--- config.mk ---
export PLATFORM = sky130hd
export DESIGN_NAME = scap_policy
export DESIGN_NICKNAME = d
export VERILOG_FILES = /design/src/hw/scap_policy.v /design/src/hw/scap_sync.v /design/src/hw/scap_div.v
export VERILOG_INCLUDE_DIRS = /design/src /design/src/hw
export SDC_FILE = /design/constraint.sdc
export NUM_CORES = 1
export LEC_CHECK = 0
export ABC_AREA = 1
export BUFFER_PORTS_ARGS = -buffer_cell sky130_fd_sc_hd__buf_4
export CAP_MARGIN = 20
export CORE_ASPECT_RATIO = 0.5
export CORE_MARGIN = 8
export CORE_UTILIZATION = 61
export DETAILED_ROUTE_END_ITERATION = 10
export PLACE_DENSITY = 0.79
export SLEW_MARGIN = 20
export SYNTH_ARGS = -nofsm -noshare
export SYNTH_HDL_FRONTEND = slang
export SYNTH_SLANG_ARGS = --single-unit
--- constraint.sdc ---
create_clock -name sys_clk_in -period 19 [get_ports sys_clk_in]
set_clock_uncertainty 0.15 [all_clocks]
set_input_delay 0.95 -clock sys_clk_in [delete_from_list [all_inputs] [get_ports sys_clk_in]]
set_output_delay 0.95 -clock sys_clk_in [all_outputs]
set_load 0.01 [all_outputs]
--- src/hw/scap_defs.vh ---
// Purpose: Constants for the source current advertisement policy block
// Assumes: 40 MHz system clock
// Notes: Currents in mA, impedances in milliohm
`ifndef SCAP_DEFS_VH
`define SCAP_DEFS_VH
`define SCAP_ADV_DEFAULT 2'h0
`define SCAP_ADV_1A5 2'h1
`define SCAP_ADV_3A0 2'h2
`define SCAP_RATE_1A5_MA 16'h05dc
`define SCAP_RATE_3A0_MA 16'h0bb8
`define SCAP_CABLE_5A_MA 16'h1388
`define SCAP_CLK_MHZ 40
`define SCAP_VBUSON_US 275
`define SCAP_VBUSON_CYC ((`SCAP_VBUSON_US * `SCAP_CLK_MHZ) - 1)
`define SCAP_STABLE_US 10
`define SCAP_STABLE_CYC ((`SCAP_STABLE_US * `SCAP_CLK_MHZ))
`define SCAP_GND_MV 250
`define SCAP_SUP_MV 750
`define SCAP_SUP_STEP_MOHM 2
`endif

--- src/hw/scap_policy.v ---
// Functional notes
// RULE1 - Power-delivery messages travel only as bi-phase mark coding on config wire.
// RULE2 - No power-delivery messaging after attach until supply rail is stable.
// RULE3 - Without contract advertise by rating: 3 A, 1.5 A or default, within deadline.
// RULE4 - Shared-capacity 3 A source may start at 1.5 A then raise it.
// RULE5 - During suspend a power-delivery source may advertise default level.
// RULE6 - Revision-two contract: 1.5 A or 3.0 A, after first ready acknowledge.
// RULE7 - Revision-three contract: follow collision-avoidance advertisement from contract entry; code samples ca_adv_in only on event_any cycles.
// RULE8 - Adapter reports worst-case ground and supply impedance in identity response.
// RULE9 - Host assumes 5 A cable only if source offered above 3 A.
// RULE10 - Ground limit = 0.25 V / (0.25 V / cable + ground impedance), 1 mohm units.
// RULE11 - Supply limit uses 0.75 V and both impedances; supply in 2 mohm units.
// RULE12 - Host draw capped below advertisement when impedance limits are lower.
// RULE13 - Above 3.0 A source must run cable identity discovery first.
// RULE14 - Higher voltage or role-swap sources negotiate only by power-delivery messaging.
// RULE15 - Sink ignores advertisement changes during an active contract.
// RULE16 - Two-bit advertisement code, updated only on contract, suspend or attach events; code also updates on raise_in and ps_rdy_ack_in pulses.
//
// Purpose: Chooses the pull-up current advertisement and host current limits
// Assumes: Protocol engine, rail monitor and cable discovery are outside on the same clock
// Notes: Attach, suspend and rail-good come from pins and are synchronised
`default_nettype none
`include "scap_defs.vh"
module scap_policy #(
    parameter [15:0] RATING_MA = 16'h0bb8,
    parameter SHARED_CAP = 0,
    parameter PD_REV3 = 0,
    parameter SUSPEND_DEFAULT = 1,
    parameter HIGH_VOLT_OR_SWAP = 0,
    parameter VBUSON_CYC = `SCAP_VBUSON_CYC,
    parameter STABLE_CYC = `SCAP_STABLE_CYC
) (
    input wire sys_clk_in,
    input wire rst_in,
    input wire attach_in,
    input wire suspend_in,
    input wire rail_good_in,
    input wire contract_in,
    input wire ps_rdy_ack_in,
    input wire raise_in,
    input wire [1:0] ca_adv_in,
    input wire [15:0] src_max_pdo_ma_in,
    input wire adapter_present_in,
    input wire [15:0] adapter_ground_resistance_in,
    input wire [15:0] adapter_supply_resistance_in,
    input wire lower_detach_in,
    input wire cable_disc_done_in,
    input wire [15:0] cable_cap_ma_in,
    output reg [1:0] current_advert_pullup_out,
    output reg advert_valid_out,
    output reg pd_msg_enable_out,
    output reg pd_only_out,
    output reg offer_above_3a_out,
    output reg [15:0] host_limit_ma_out,
    output reg limit_valid_out
);
    localparam ST_IDLE = 4'h1;
    localparam ST_GND = 4'h2;
    localparam ST_SUP = 4'h4;
    localparam ST_DONE = 4'h8;

    wire [2:0] pins_s;
    wire att_s = pins_s[0];
    wire susp_s = pins_s[1];
    wire rail_s = pins_s[2];

    scap_sync #(.W(3)) u_sync (
        .sys_clk_in(sys_clk_in),
        .rst_in(rst_in),
        .async_in({rail_good_in, suspend_in, attach_in}),
        .sync_out(pins_s)
    );

    function [1:0] rate_level;
        input [15:0] ma;
        begin
            if (ma >= `SCAP_RATE_3A0_MA)
                rate_level = `SCAP_ADV_3A0;
            else if (ma >= `SCAP_RATE_1A5_MA)
                rate_level = `SCAP_ADV_1A5;
            else
                rate_level = `SCAP_ADV_DEFAULT;
        end
    endfunction

    function [15:0] adv_ma;
        input [1:0] lvl;
        begin
            case (lvl)
                `SCAP_ADV_3A0: adv_ma = `SCAP_RATE_3A0_MA;
                `SCAP_ADV_1A5: adv_ma = `SCAP_RATE_1A5_MA;
                default: adv_ma = 16'h01f4;
            endcase
        end
    endfunction

    reg att_q, susp_q, contract_q, raised_q, rev2_ok_q;
    reg [31:0] stable_cnt_q;
    reg [31:0] on_cnt_q;
    reg [1:0] adv_d;

    wire attach_rise = att_s && !att_q;
    wire event_any = (att_s != att_q) || (susp_s != susp_q) || (contract_in != contract_q)
                   || ps_rdy_ack_in || raise_in;

    // Revision-two only switches once the first ready is acknowledged
    wire [1:0] rated = rate_level(RATING_MA);
    always @* begin
        if (!att_s)
            adv_d = `SCAP_ADV_DEFAULT;
        else if (susp_s && (SUSPEND_DEFAULT != 0))
            adv_d = `SCAP_ADV_DEFAULT; // [RULE5]
        else if (contract_in && (PD_REV3 != 0))
            adv_d = ca_adv_in; // [RULE7]
        else if (contract_in && (rev2_ok_q || ps_rdy_ack_in))
            adv_d = (rated == `SCAP_ADV_3A0) ? `SCAP_ADV_3A0 : `SCAP_ADV_1A5; // [RULE6]
        else if (contract_in)
            adv_d = current_advert_pullup_out;
        else if ((SHARED_CAP != 0) && rated == `SCAP_ADV_3A0 && !(raised_q || raise_in))
            adv_d = `SCAP_ADV_1A5; // [RULE4]
        else
            adv_d = rated; // [RULE3]
    end

    always @(posedge sys_clk_in) begin
        if (rst_in) begin
            att_q <= 1'b0;
            susp_q <= 1'b0;
            contract_q <= 1'b0;
            raised_q <= 1'b0;
            rev2_ok_q <= 1'b0;
            stable_cnt_q <= 32'h0;
            on_cnt_q <= 32'h0;
            current_advert_pullup_out <= `SCAP_ADV_DEFAULT;
            advert_valid_out <= 1'b0;
            pd_msg_enable_out <= 1'b0;
            pd_only_out <= 1'b0;
        end else begin
            att_q <= att_s;
            susp_q <= susp_s;
            contract_q <= contract_in;
            pd_only_out <= (HIGH_VOLT_OR_SWAP != 0); // [RULE14]
            if (!att_s || !contract_in)
                rev2_ok_q <= 1'b0;
            else if (ps_rdy_ack_in)
                rev2_ok_q <= 1'b1;
            if (!att_s)
                raised_q <= 1'b0;
            else if (raise_in)
                raised_q <= 1'b1;
            // Only events move the advertisement, so it never drifts mid-contract
            if (event_any)
                current_advert_pullup_out <= adv_d; // [RULE16]
            // Advertisement lands one cycle after attach, well inside the deadline
            if (!att_s)
                on_cnt_q <= 32'h0;
            else if (on_cnt_q < VBUSON_CYC)
                on_cnt_q <= on_cnt_q + 32'h1;
            advert_valid_out <= att_s && (att_q || on_cnt_q >= VBUSON_CYC); // [RULE3]
            // Messaging waits for a rail that stayed good for the whole window
            if (!att_s || !rail_s || attach_rise)
                stable_cnt_q <= 32'h0;
            else if (stable_cnt_q < STABLE_CYC)
                stable_cnt_q <= stable_cnt_q + 32'h1;
            pd_msg_enable_out <= att_s && rail_s && (stable_cnt_q >= STABLE_CYC); // [RULE2] [RULE1]
        end
    end

    // Offers above 3 A wait for cable capacity from identity discovery
    always @(posedge sys_clk_in) begin
        if (rst_in)
            offer_above_3a_out <= 1'b0;
        else
            offer_above_3a_out <= (RATING_MA > `SCAP_RATE_3A0_MA) && cable_disc_done_in
                                && (cable_cap_ma_in > `SCAP_RATE_3A0_MA); // [RULE13]
    end

    // Host-side limit: ground then supply division through one shared divider, supply skipped on lower detach
    reg [3:0] st_q;
    reg [31:0] gnd_lim_q;
    reg div_start_q;
    reg [31:0] num_q, den_q;
    wire [31:0] quo;
    wire div_done;
    wire [15:0] cable_ma = (src_max_pdo_ma_in > `SCAP_RATE_3A0_MA) ?
                           `SCAP_CABLE_5A_MA : `SCAP_RATE_3A0_MA; // [RULE9]
    // Cable term in microohm (mV*1e6/mA) so it adds to the adapter terms
    wire [31:0] cab_gnd_uohm = (`SCAP_GND_MV * 32'd1000000) / {16'h0, cable_ma};
    wire [31:0] cab_sup_uohm = (`SCAP_SUP_MV * 32'd1000000) / {16'h0, cable_ma};
    wire [31:0] gnd_uohm = {16'h0, adapter_ground_resistance_in} * 32'd1000;
    wire [31:0] sup_uohm = {16'h0, adapter_supply_resistance_in} * 32'd1000
                         * `SCAP_SUP_STEP_MOHM;
    wire [31:0] adv_lim = {16'h0, adv_ma(current_advert_pullup_out)};

    scap_div #(.W(32)) u_div (
        .sys_clk_in(sys_clk_in),
        .rst_in(rst_in),
        .start_in(div_start_q),
        .num_in(num_q),
        .den_in(den_q),
        .quo_out(quo),
        .done_out(div_done)
    );

    always @(posedge sys_clk_in) begin
        if (rst_in) begin
            st_q <= ST_IDLE;
            gnd_lim_q <= 32'h0;
            div_start_q <= 1'b0;
            num_q <= 32'h0;
            den_q <= 32'h0;
            host_limit_ma_out <= 16'h0;
            limit_valid_out <= 1'b0;
        end else begin
            div_start_q <= 1'b0;
            case (st_q)
                ST_IDLE: begin
                    limit_valid_out <= 1'b0;
                    if (adapter_present_in) begin
                        num_q <= `SCAP_GND_MV * 32'd1000000; // mV*1e6 / uohm = mA
                        den_q <= cab_gnd_uohm + gnd_uohm; // [RULE10]
                        div_start_q <= 1'b1;
                        st_q <= ST_GND;
                    end else begin
                        host_limit_ma_out <= adv_lim[15:0];
                        limit_valid_out <= 1'b1;
                    end
                end
                ST_GND: begin
                    if (div_done) begin
                        gnd_lim_q <= quo;
                        num_q <= `SCAP_SUP_MV * 32'd1000000;
                        den_q <= cab_sup_uohm + sup_uohm + gnd_uohm; // [RULE11]
                        div_start_q <= !lower_detach_in;
                        st_q <= lower_detach_in ? ST_DONE : ST_SUP;
                    end
                end
                ST_SUP: begin
                    if (div_done) begin
                        if (quo < gnd_lim_q)
                            gnd_lim_q <= quo; // [RULE11]
                        st_q <= ST_DONE;
                    end
                end
                ST_DONE: begin
                    // Take the smallest of advertisement and impedance limits
                    host_limit_ma_out <= (gnd_lim_q < adv_lim) ? gnd_lim_q[15:0]
                                                                : adv_lim[15:0]; // [RULE12]
                    limit_valid_out <= 1'b1;
                    st_q <= ST_IDLE;
                end
                default: st_q <= ST_IDLE;
            endcase
        end
    end
endmodule
`default_nettype wire

--- src/hw/scap_sync.v ---
// Purpose: Two-stage synchroniser for a bus of pin inputs
// Assumes: Inputs asynchronous to sys_clk_in
// Notes: First stage feeds only the second stage
`default_nettype none
module scap_sync #(
    parameter W = 1
) (
    input wire sys_clk_in,
    input wire rst_in,
    input wire [W-1:0] async_in,
    output reg [W-1:0] sync_out
);
    reg [W-1:0] meta_q;
    always @(posedge sys_clk_in) begin
        if (rst_in) begin
            meta_q <= {W{1'b0}};
            sync_out <= {W{1'b0}};
        end else begin
            meta_q <= async_in;
            sync_out <= meta_q;
        end
    end
endmodule
`default_nettype wire

--- src/hw/scap_div.v ---
// Purpose: Sequential unsigned divider, one quotient bit per clock
// Assumes: Start only when idle
// Notes: Quotient saturates when divisor is zero
`default_nettype none
module scap_div #(
    parameter W = 32
) (
    input wire sys_clk_in,
    input wire rst_in,
    input wire start_in,
    input wire [W-1:0] num_in,
    input wire [W-1:0] den_in,
    output reg [W-1:0] quo_out,
    output reg done_out
);
    reg [W-1:0] n_q;
    reg [W-1:0] d_q;
    reg [W:0] rem_q;
    reg [6:0] cnt_q;
    reg busy_q;
    localparam [6:0] STEPS = W;
    wire [W:0] trial = {rem_q[W-1:0], n_q[W-1]};
    always @(posedge sys_clk_in) begin
        if (rst_in) begin
            n_q <= {W{1'b0}};
            d_q <= {W{1'b0}};
            rem_q <= {(W+1){1'b0}};
            cnt_q <= 7'h00;
            busy_q <= 1'b0;
            quo_out <= {W{1'b0}};
            done_out <= 1'b0;
        end else begin
            done_out <= 1'b0;
            if (start_in && !busy_q) begin
                n_q <= num_in;
                d_q <= den_in;
                rem_q <= {(W+1){1'b0}};
                cnt_q <= STEPS;
                busy_q <= 1'b1;
            end else if (busy_q) begin
                if (trial >= {1'b0, d_q}) begin
                    rem_q <= trial - {1'b0, d_q};
                    n_q <= {n_q[W-2:0], 1'b1};
                end else begin
                    rem_q <= trial;
                    n_q <= {n_q[W-2:0], 1'b0};
                end
                cnt_q <= cnt_q - 7'h01;
                if (cnt_q == 7'h01) begin
                    busy_q <= 1'b0;
                    done_out <= 1'b1;
                    quo_out <= (trial >= {1'b0, d_q}) ? {n_q[W-2:0], 1'b1}
                                                      : {n_q[W-2:0], 1'b0};
                end
            end
        end
    end
endmodule
`default_nettype wire

==> flow_summary.ini, run 1 <==
[status]
status = completed

[worst_setup_path]
slowest_stage = fa_1
worst-setup-path-type = in2reg
critical_path.max_stage_delay_ps = 510
r2r-start = st_q[3]$_SDFFE_PP0P_
cp.arrival_ps = 7530
r2r_slack_ps = 15460
cp_max_fo = 5
cp.required_ps = 19300
reg2reg_to = den_q[11]$_SDFFE_PP0P_
rr_worst_depth = 12
end_kind = flop
crit_start = adapter_supply_resistance_in[6]
crit_path_start_kind = primary input

[final_layout]
syn_to_final_growth_pct = 8.85
final_cell_mix = inv_1 (619), nand2_1 (533), dfxtp_1 (290), a21oi_1 (269), nor2_1 (237)
fin_nets = 3470
nFillCells = 3164
diodes = 0
final_common_cell = inv_1
drive_above_1_share = 0.0630

[cts]
cts.sinks = 291
hold_buffers = 0
cts_tree = built
cts_resized = 0
clkTransAtPathRegs_ps = 60
h-tree-depth = 1
clock_latency_ps = 550
cts_buffer_depth = 3
root_buffer = clkbuf_16
cts-buffers-inserted = 28
postCtsSetupBuffers = 0

[global_routing]
grt_pass1_vias = 18100
grt_max_degree = 66
grt_overflow = 0
grtUsageTotal = 0.227
grt_pass1_wl_um = 83800
antenna_found_initial = 0

[route]
wl_per_cell_um = 13.7
drc = 0
viasPerCell = 5.30
dr.pass1.iters = 5
ant_nets = 0
drt_iter0_drc = 1329
routed_wl_um = 48900
vias = 18900

[sta]
slew_headroom = 0.391
rsz0062_at_grt = no
hold_viol_final = 0
timing.final.crit_period_ps = 7230
setup_viol = 0
finalMaxSlewViolations = 0
clock.fmax_mhz = 138
worst_pin_slew_ps = 911
period_share = 0.381
finalSetupTns_ps = 0

[yosys]
synth-seq-area-share = 0.267
syn_area_um2 = 21800
async_flop_share = 0
syn_inst = 3015
synth_seq_cells = 291
synthTopCellsByArea = dfxtp_1 (27%), ha_1 (13%), inv_1 (11%), fa_1 (11%), nand2_1 (9.2%)
synth.largest_area_cell = dfxtp_1
synth_flop_cell = dfxtp_1
syn_avg_cell_area_um2 = 7.23
synth_edf_count = 0
ys_warn_count = 0
synth.distinct_cells = 62
synth_top_area_share = 0.267

[flow_run]
maxCapViolations = 0

[floorplanning]
num_io_pins = 100
die_w_um = 283
start_util = 0.613
die-area_um2 = 42400
fp.dieH_um = 150
rows = 49
coreArea_um2 = 35600

[placed_design]
io_buffers = 77
gp_congestion = 0.948
dp_hpwl_um = 37800

[worst_hold_path]
min_path_type = reg2reg
hold_depth = 2
hp-start = u_sync.meta_q[0]$_SDFF_PP0_
min_to = u_sync.sync_out[0]$_SDFF_PP0_
## cells in the mapped netlist, drive strengths merged (2+ instances only)
library cell and count:
o21ai 181, o21a 6, a21boi 3, inv 624, a211oi 5, nand2 554
o21bai 14, ha 220, a221oi 3, nand3b 2, a31oi 22, nand3 144
a31o 2, buf 27, dfxtp 291, o22ai 27, nor4 19, nand4 36
a21oi 274, fa 116, nor3 31, o221ai 6, o211ai 11, a21o 7
and3 2, xnor2 31, xor2 37, and2 3, clkinv 4, o31ai 3
nor2 243, clkbuf 51, or2 6
## critical path, delay by kind of cell
kind | cells | cell delay, ps
adder cells (fa/ha/maj) | 7 | 2980
XOR/XNOR | 1 | 170
AND/OR/NAND/NOR | 10 | 1590
AO/OA/AOI/OAI | 8 | 1300
buffers and inverters | 6 | 530
## state kept, by name (all words and copies together), names as in the netlist, 4 cells and up
name	flops
gnd_lim_q	32
on_cnt_q	32
stable_cnt_q	32
u_div.n_q	32
u_div.quo_out	32
u_div.rem_q	32
den_q	26
u_div.d_q	26
host_limit_ma_out	16
u_div.cnt_q	7
st_q	4
## worst max-delay path by stage
stage                                         to  cells after the start
final                     den_q[26]$_SDFFE_PP0P_                     32
after detailed placement  den_q[26]$_SDFFE_PP0P_                     32
after CTS                 den_q[26]$_SDFFE_PP0P_                     32
after global placement    den_q[26]$_SDFFE_PP0P_                     32
after floorplan           den_q[26]$_SDFFE_PP0P_                     31
after global routing      den_q[26]$_SDFFE_PP0P_                     32
## metal layers
metal,vias to the layer above,global-route usage,part of all wire
li1,9695,-,-
met4,0,0.0494,0.018
met3,73,0.0220,0.040
met2,330,0.404,0.47
met5,-,0,0
met1,8771,0.300,0.47
## kinds of logic (layout without fill, tap and decap cells)
logic type / count (synthesis) / after routing / share of synthesized area
buffers and inverters: 706 / 767 / 0.124
DFF: 291 / 291 / 0.267
AOI/OAI and AO/OA: 571 / 571 / 0.145
adders and majority gates: 336 / 336 / 0.233
and+or+nand+nor: 1042 / 1042 / 0.204
xor gates and xnor gates: 68 / 68 / 0.0273
other: 1 / 3 / 0.000172
## area by class of cell
| cell class | count | area (µm²) | share of cell area |
|---|---|---|---|
| timing repair buffer | 88 | 668 | 0.0282 |
| clock buffer | 38 | 788 | 0.0332 |
| sequential | 291 | 5830 | 0.246 |
| clock inverter | 13 | 181 | 0.00765 |
| inverter | 628 | 2360 | 0.0994 |
| tap | 484 | 606 | 0.0255 |
| multi-input combinational | 2020 | 13300 | 0.560 |
## stage by stage
stage               cell area [µm²]   util  setup slack, ps  hold slack [ps]  cells
finish                        23700  0.667            11770              250   3562
global route                  23700  0.667            11320              269   3562
CTS                           23700  0.667            11880              252   3561
detailed placement            22700  0.640            11340              244   3510
global placement              22700  0.639            11370              239   3510
floorplan                     21800      -            12330              238   3017
Power of run 1 is left out: the tool's default activity adds up to more than one toggle a clock period on the data nets, which glitch-free logic cannot reach.
==> run 2, diff against run 1 <==
--- a/config.mk
+++ b/config.mk
@@ -6,7 +6,7 @@
 export SDC_FILE = /design/constraint.sdc
 export NUM_CORES = 1
 export LEC_CHECK = 0
-export ABC_AREA = 1
+export ABC_AREA = 0
 export BUFFER_PORTS_ARGS = -buffer_cell sky130_fd_sc_hd__buf_4
 export CAP_MARGIN = 20
 export CORE_ASPECT_RATIO = 0.5
==> constraint.sdc (replaced) <==
create_clock -name sys_clk_in -period 7 [get_ports sys_clk_in]
set_clock_uncertainty 0.15 [all_clocks]
set_input_delay 0.35 -clock sys_clk_in [delete_from_list [all_inputs] [get_ports sys_clk_in]]
set_output_delay 0.35 -clock sys_clk_in [all_outputs]
set_load 0.01 [all_outputs]
==> run 2 against run 1 <==
Compared with the run above:
- first-iteration DRC count down 22%
- sequential share of layout area increased by 1.3 points
- die area down 5.7%
- worst setup slack lost 11000 ps
- critical path depth shrank 7
- non-clock buffer count grew 22
- synthesized cell count decreased by 21%
- via count is 15% lower
- final area decreased by 5.0%
- register-to-register slack worse by 12000 ps
- hold slack worse by 130 ps
- cell count down 18%
- critical path type unchanged
- largest cell class unchanged
==> flow_summary.ini, run 2 <==
[worst_setup_path]
critical_path.max_stage_delay_ps = 560
path_buf_inv = 4
cp.arrival_ps = 6630
cp.required_ps = 7230
crit_path_start_kind = primary input
slowest_stage = a2111oi_0
cp_max_fo = 5
worst-setup-path-type = in2reg
r2r-start = u_div.d_q[12]$_SDFFE_PP0P_
crit_top_cell = fa_1
end_kind = flop
crit_family = adder cells
crit_start = adapter_ground_resistance_in[4]

[cts]
cts_tree = built
clock_latency_ps = 540
root_buffer = clkbuf_16
clkTransAtPathRegs_ps = 60
hold_buffers = 7
cts_resized = 0
cts-buffers-inserted = 29
cts_buffer_depth = 3
h-tree-depth = 1
postCtsSetupBuffers = 0
cts.sinks = 291

[global_routing]
antenna_found_initial = 0
grt_overflow = 0
grtUsageTotal = 0.211
grt_util_met2 = 0.359
grt.met1_usage = 0.292
met3_usage = 0.0154
grt_pass1_vias = 15800
grt_max_degree = 103
grt_pass1_wl_um = 74100
top_usage_layer = met2

[sta]
slew_headroom = 0.273
worst_pin_slew_ps = 1090
timing.final.crit_period_ps = 6390
clock.fmax_mhz = 156
period_share = 0.913
finalMaxSlewViolations = 0
hold_viol_final = 0
setup_ws_ps = 606
finalSetupTns_ps = 0
rsz0062_at_grt = no
setup_viol = 0

[placed_design]
dp_slack_ps = 128
io_buffers = 77
dp_hpwl_um = 31900
gp_congestion = 0.910

[yosys]
synthXorXnorAreaFrac = 0.0513
synthAdderAreaFrac = 0.248
async_flop_share = 0
synth.largest_area_cell = dfxtp_1
yosysMostFrequentCell = dfxtp_1
synth-seq-area-share = 0.285
synth.distinct_cells = 83
syn_area_um2 = 20500
synthTopCellsByArea = dfxtp_1 (28%), ha_1 (13%), fa_1 (11%), a21oi_1 (5.6%), inv_1 (5.1%)
synth_edf_count = 0
yosys.area_share.simple = 0.173
syn_avg_cell_area_um2 = 8.55
synthMuxAreaShare = 0.0201
yosys-top-cells-count = dfxtp_1 (291), inv_1 (277), nand2_1 (239), a21oi_1 (228), ha_1 (220)
syn_inst = 2391
synth_top_family_by_area = adder cells
ys_warn_count = 0
synth_flop_cell = dfxtp_1
synth_seq_cells = 291
synth_compound_gate_area_share = 0.154
synth_top_area_share = 0.285

[route]
drc = 0
ant_nets = 0
routed_wl_um = 42300
vias = 16000
drt_iter0_drc = 1036
dr.pass1.iters = 5
viasPerCell = 5.51
wl_per_cell_um = 14.6

[flow_run]
maxCapViolations = 0

[floorplanning]
die_w_um = 275
fp.dieH_um = 145
die-area_um2 = 40000
rows = 47
start_util = 0.619
coreArea_um2 = 33000
num_io_pins = 100

[final_layout]
diodes = 0
syn_to_final_growth_pct = 10.2
final_common_cell = dfxtp_1
drive_above_1_share = 0.0831
final_cell_mix = dfxtp_1 (290), inv_1 (277), nand2_1 (239), a21oi_1 (227), ha_1 (220)
fin_nets = 2858

[worst_hold_path]
min_path_type = in2reg
hp-start = adapter_present_in

[status]
status = completed
[run 2: changes by cell type in the layout (fill, tap and decap cells not counted), sizes merged, moves of 43 or more]
| cell | before | now |
|---|---|---|
| a21oi | 274 | 230 |
| and2 | 3 | 48 |
| inv | 625 | 278 |
| nand2 | 554 | 239 |
| nand2b | 0 | 43 |
| nand3 | 144 | 27 |
| o21ai | 181 | 84 |
| xnor2 | 31 | 74 |
[run 2: cell families (layout without fill, tap and decap cells)]
kind of cell / Yosys count / after routing
buf+inv: 367 / 441
simple gates: 736 / 736
flops: 291 / 291
fa+ha+maj: 336 / 336
xor+xnor: 113 / 113
compound gates: 506 / 506
mux: 41 / 41
other cells: 1 / 3
[run 2: worst paths after layout]
| path | end | slack [ps] | cells past startpoint |
|---|---|---|---|
| worst min register to register | u_sync.sync_out[0]$_SDFF_PP0_ | 290 | 1 |
| worst min-delay path | st_q[3]$_SDFFE_PP0P_ | 120 | 3 |
| worst max-delay path | den_q[27]$_SDFFE_PP0P_ | 610 | 25 |
| worst max register to register | u_div.rem_q[13]$_SDFFE_PP0P_ | 3410 | 10 |
[run 2: final cells by class]
class                   instances  area, µm²
inverters                     278       1040
flip-flops and latches        291       5830
well taps                     441        552
clock inverters                17        181
clock buffers                  36        822
repair buffers                110        847
fillers                      2694      10500
multi-input cells            1735      13300
[run 2: metal layers]
| layer | vias up | wire length, µm |
|---|---|---|
| met3 | 55 | 1360 |
| met4 | 0 | 803 |
| met2 | 253 | 19900 |
| met5 | - | 0 |
| met1 | 7541 | 20300 |
| li1 | 8177 | - |
[run 2: tightest hold or removal path: stages]
cell,delay (ps)
buf_4,100
nor2_1,70
nor4_1,220
[run 2: metrics by stage]
stage                     cells  area (µm²)  utilization  hold slack, ps
after global routing       2908       22500        0.682             142
final                      2908       22500        0.682             118
after floorplan            2393       20500            -             264
after global placement     2848       21500        0.649             267
after detailed placement   2848       21500        0.649             277
after CTS                  2908       22500        0.682             119
Power of run 2 is left out for the same reason.
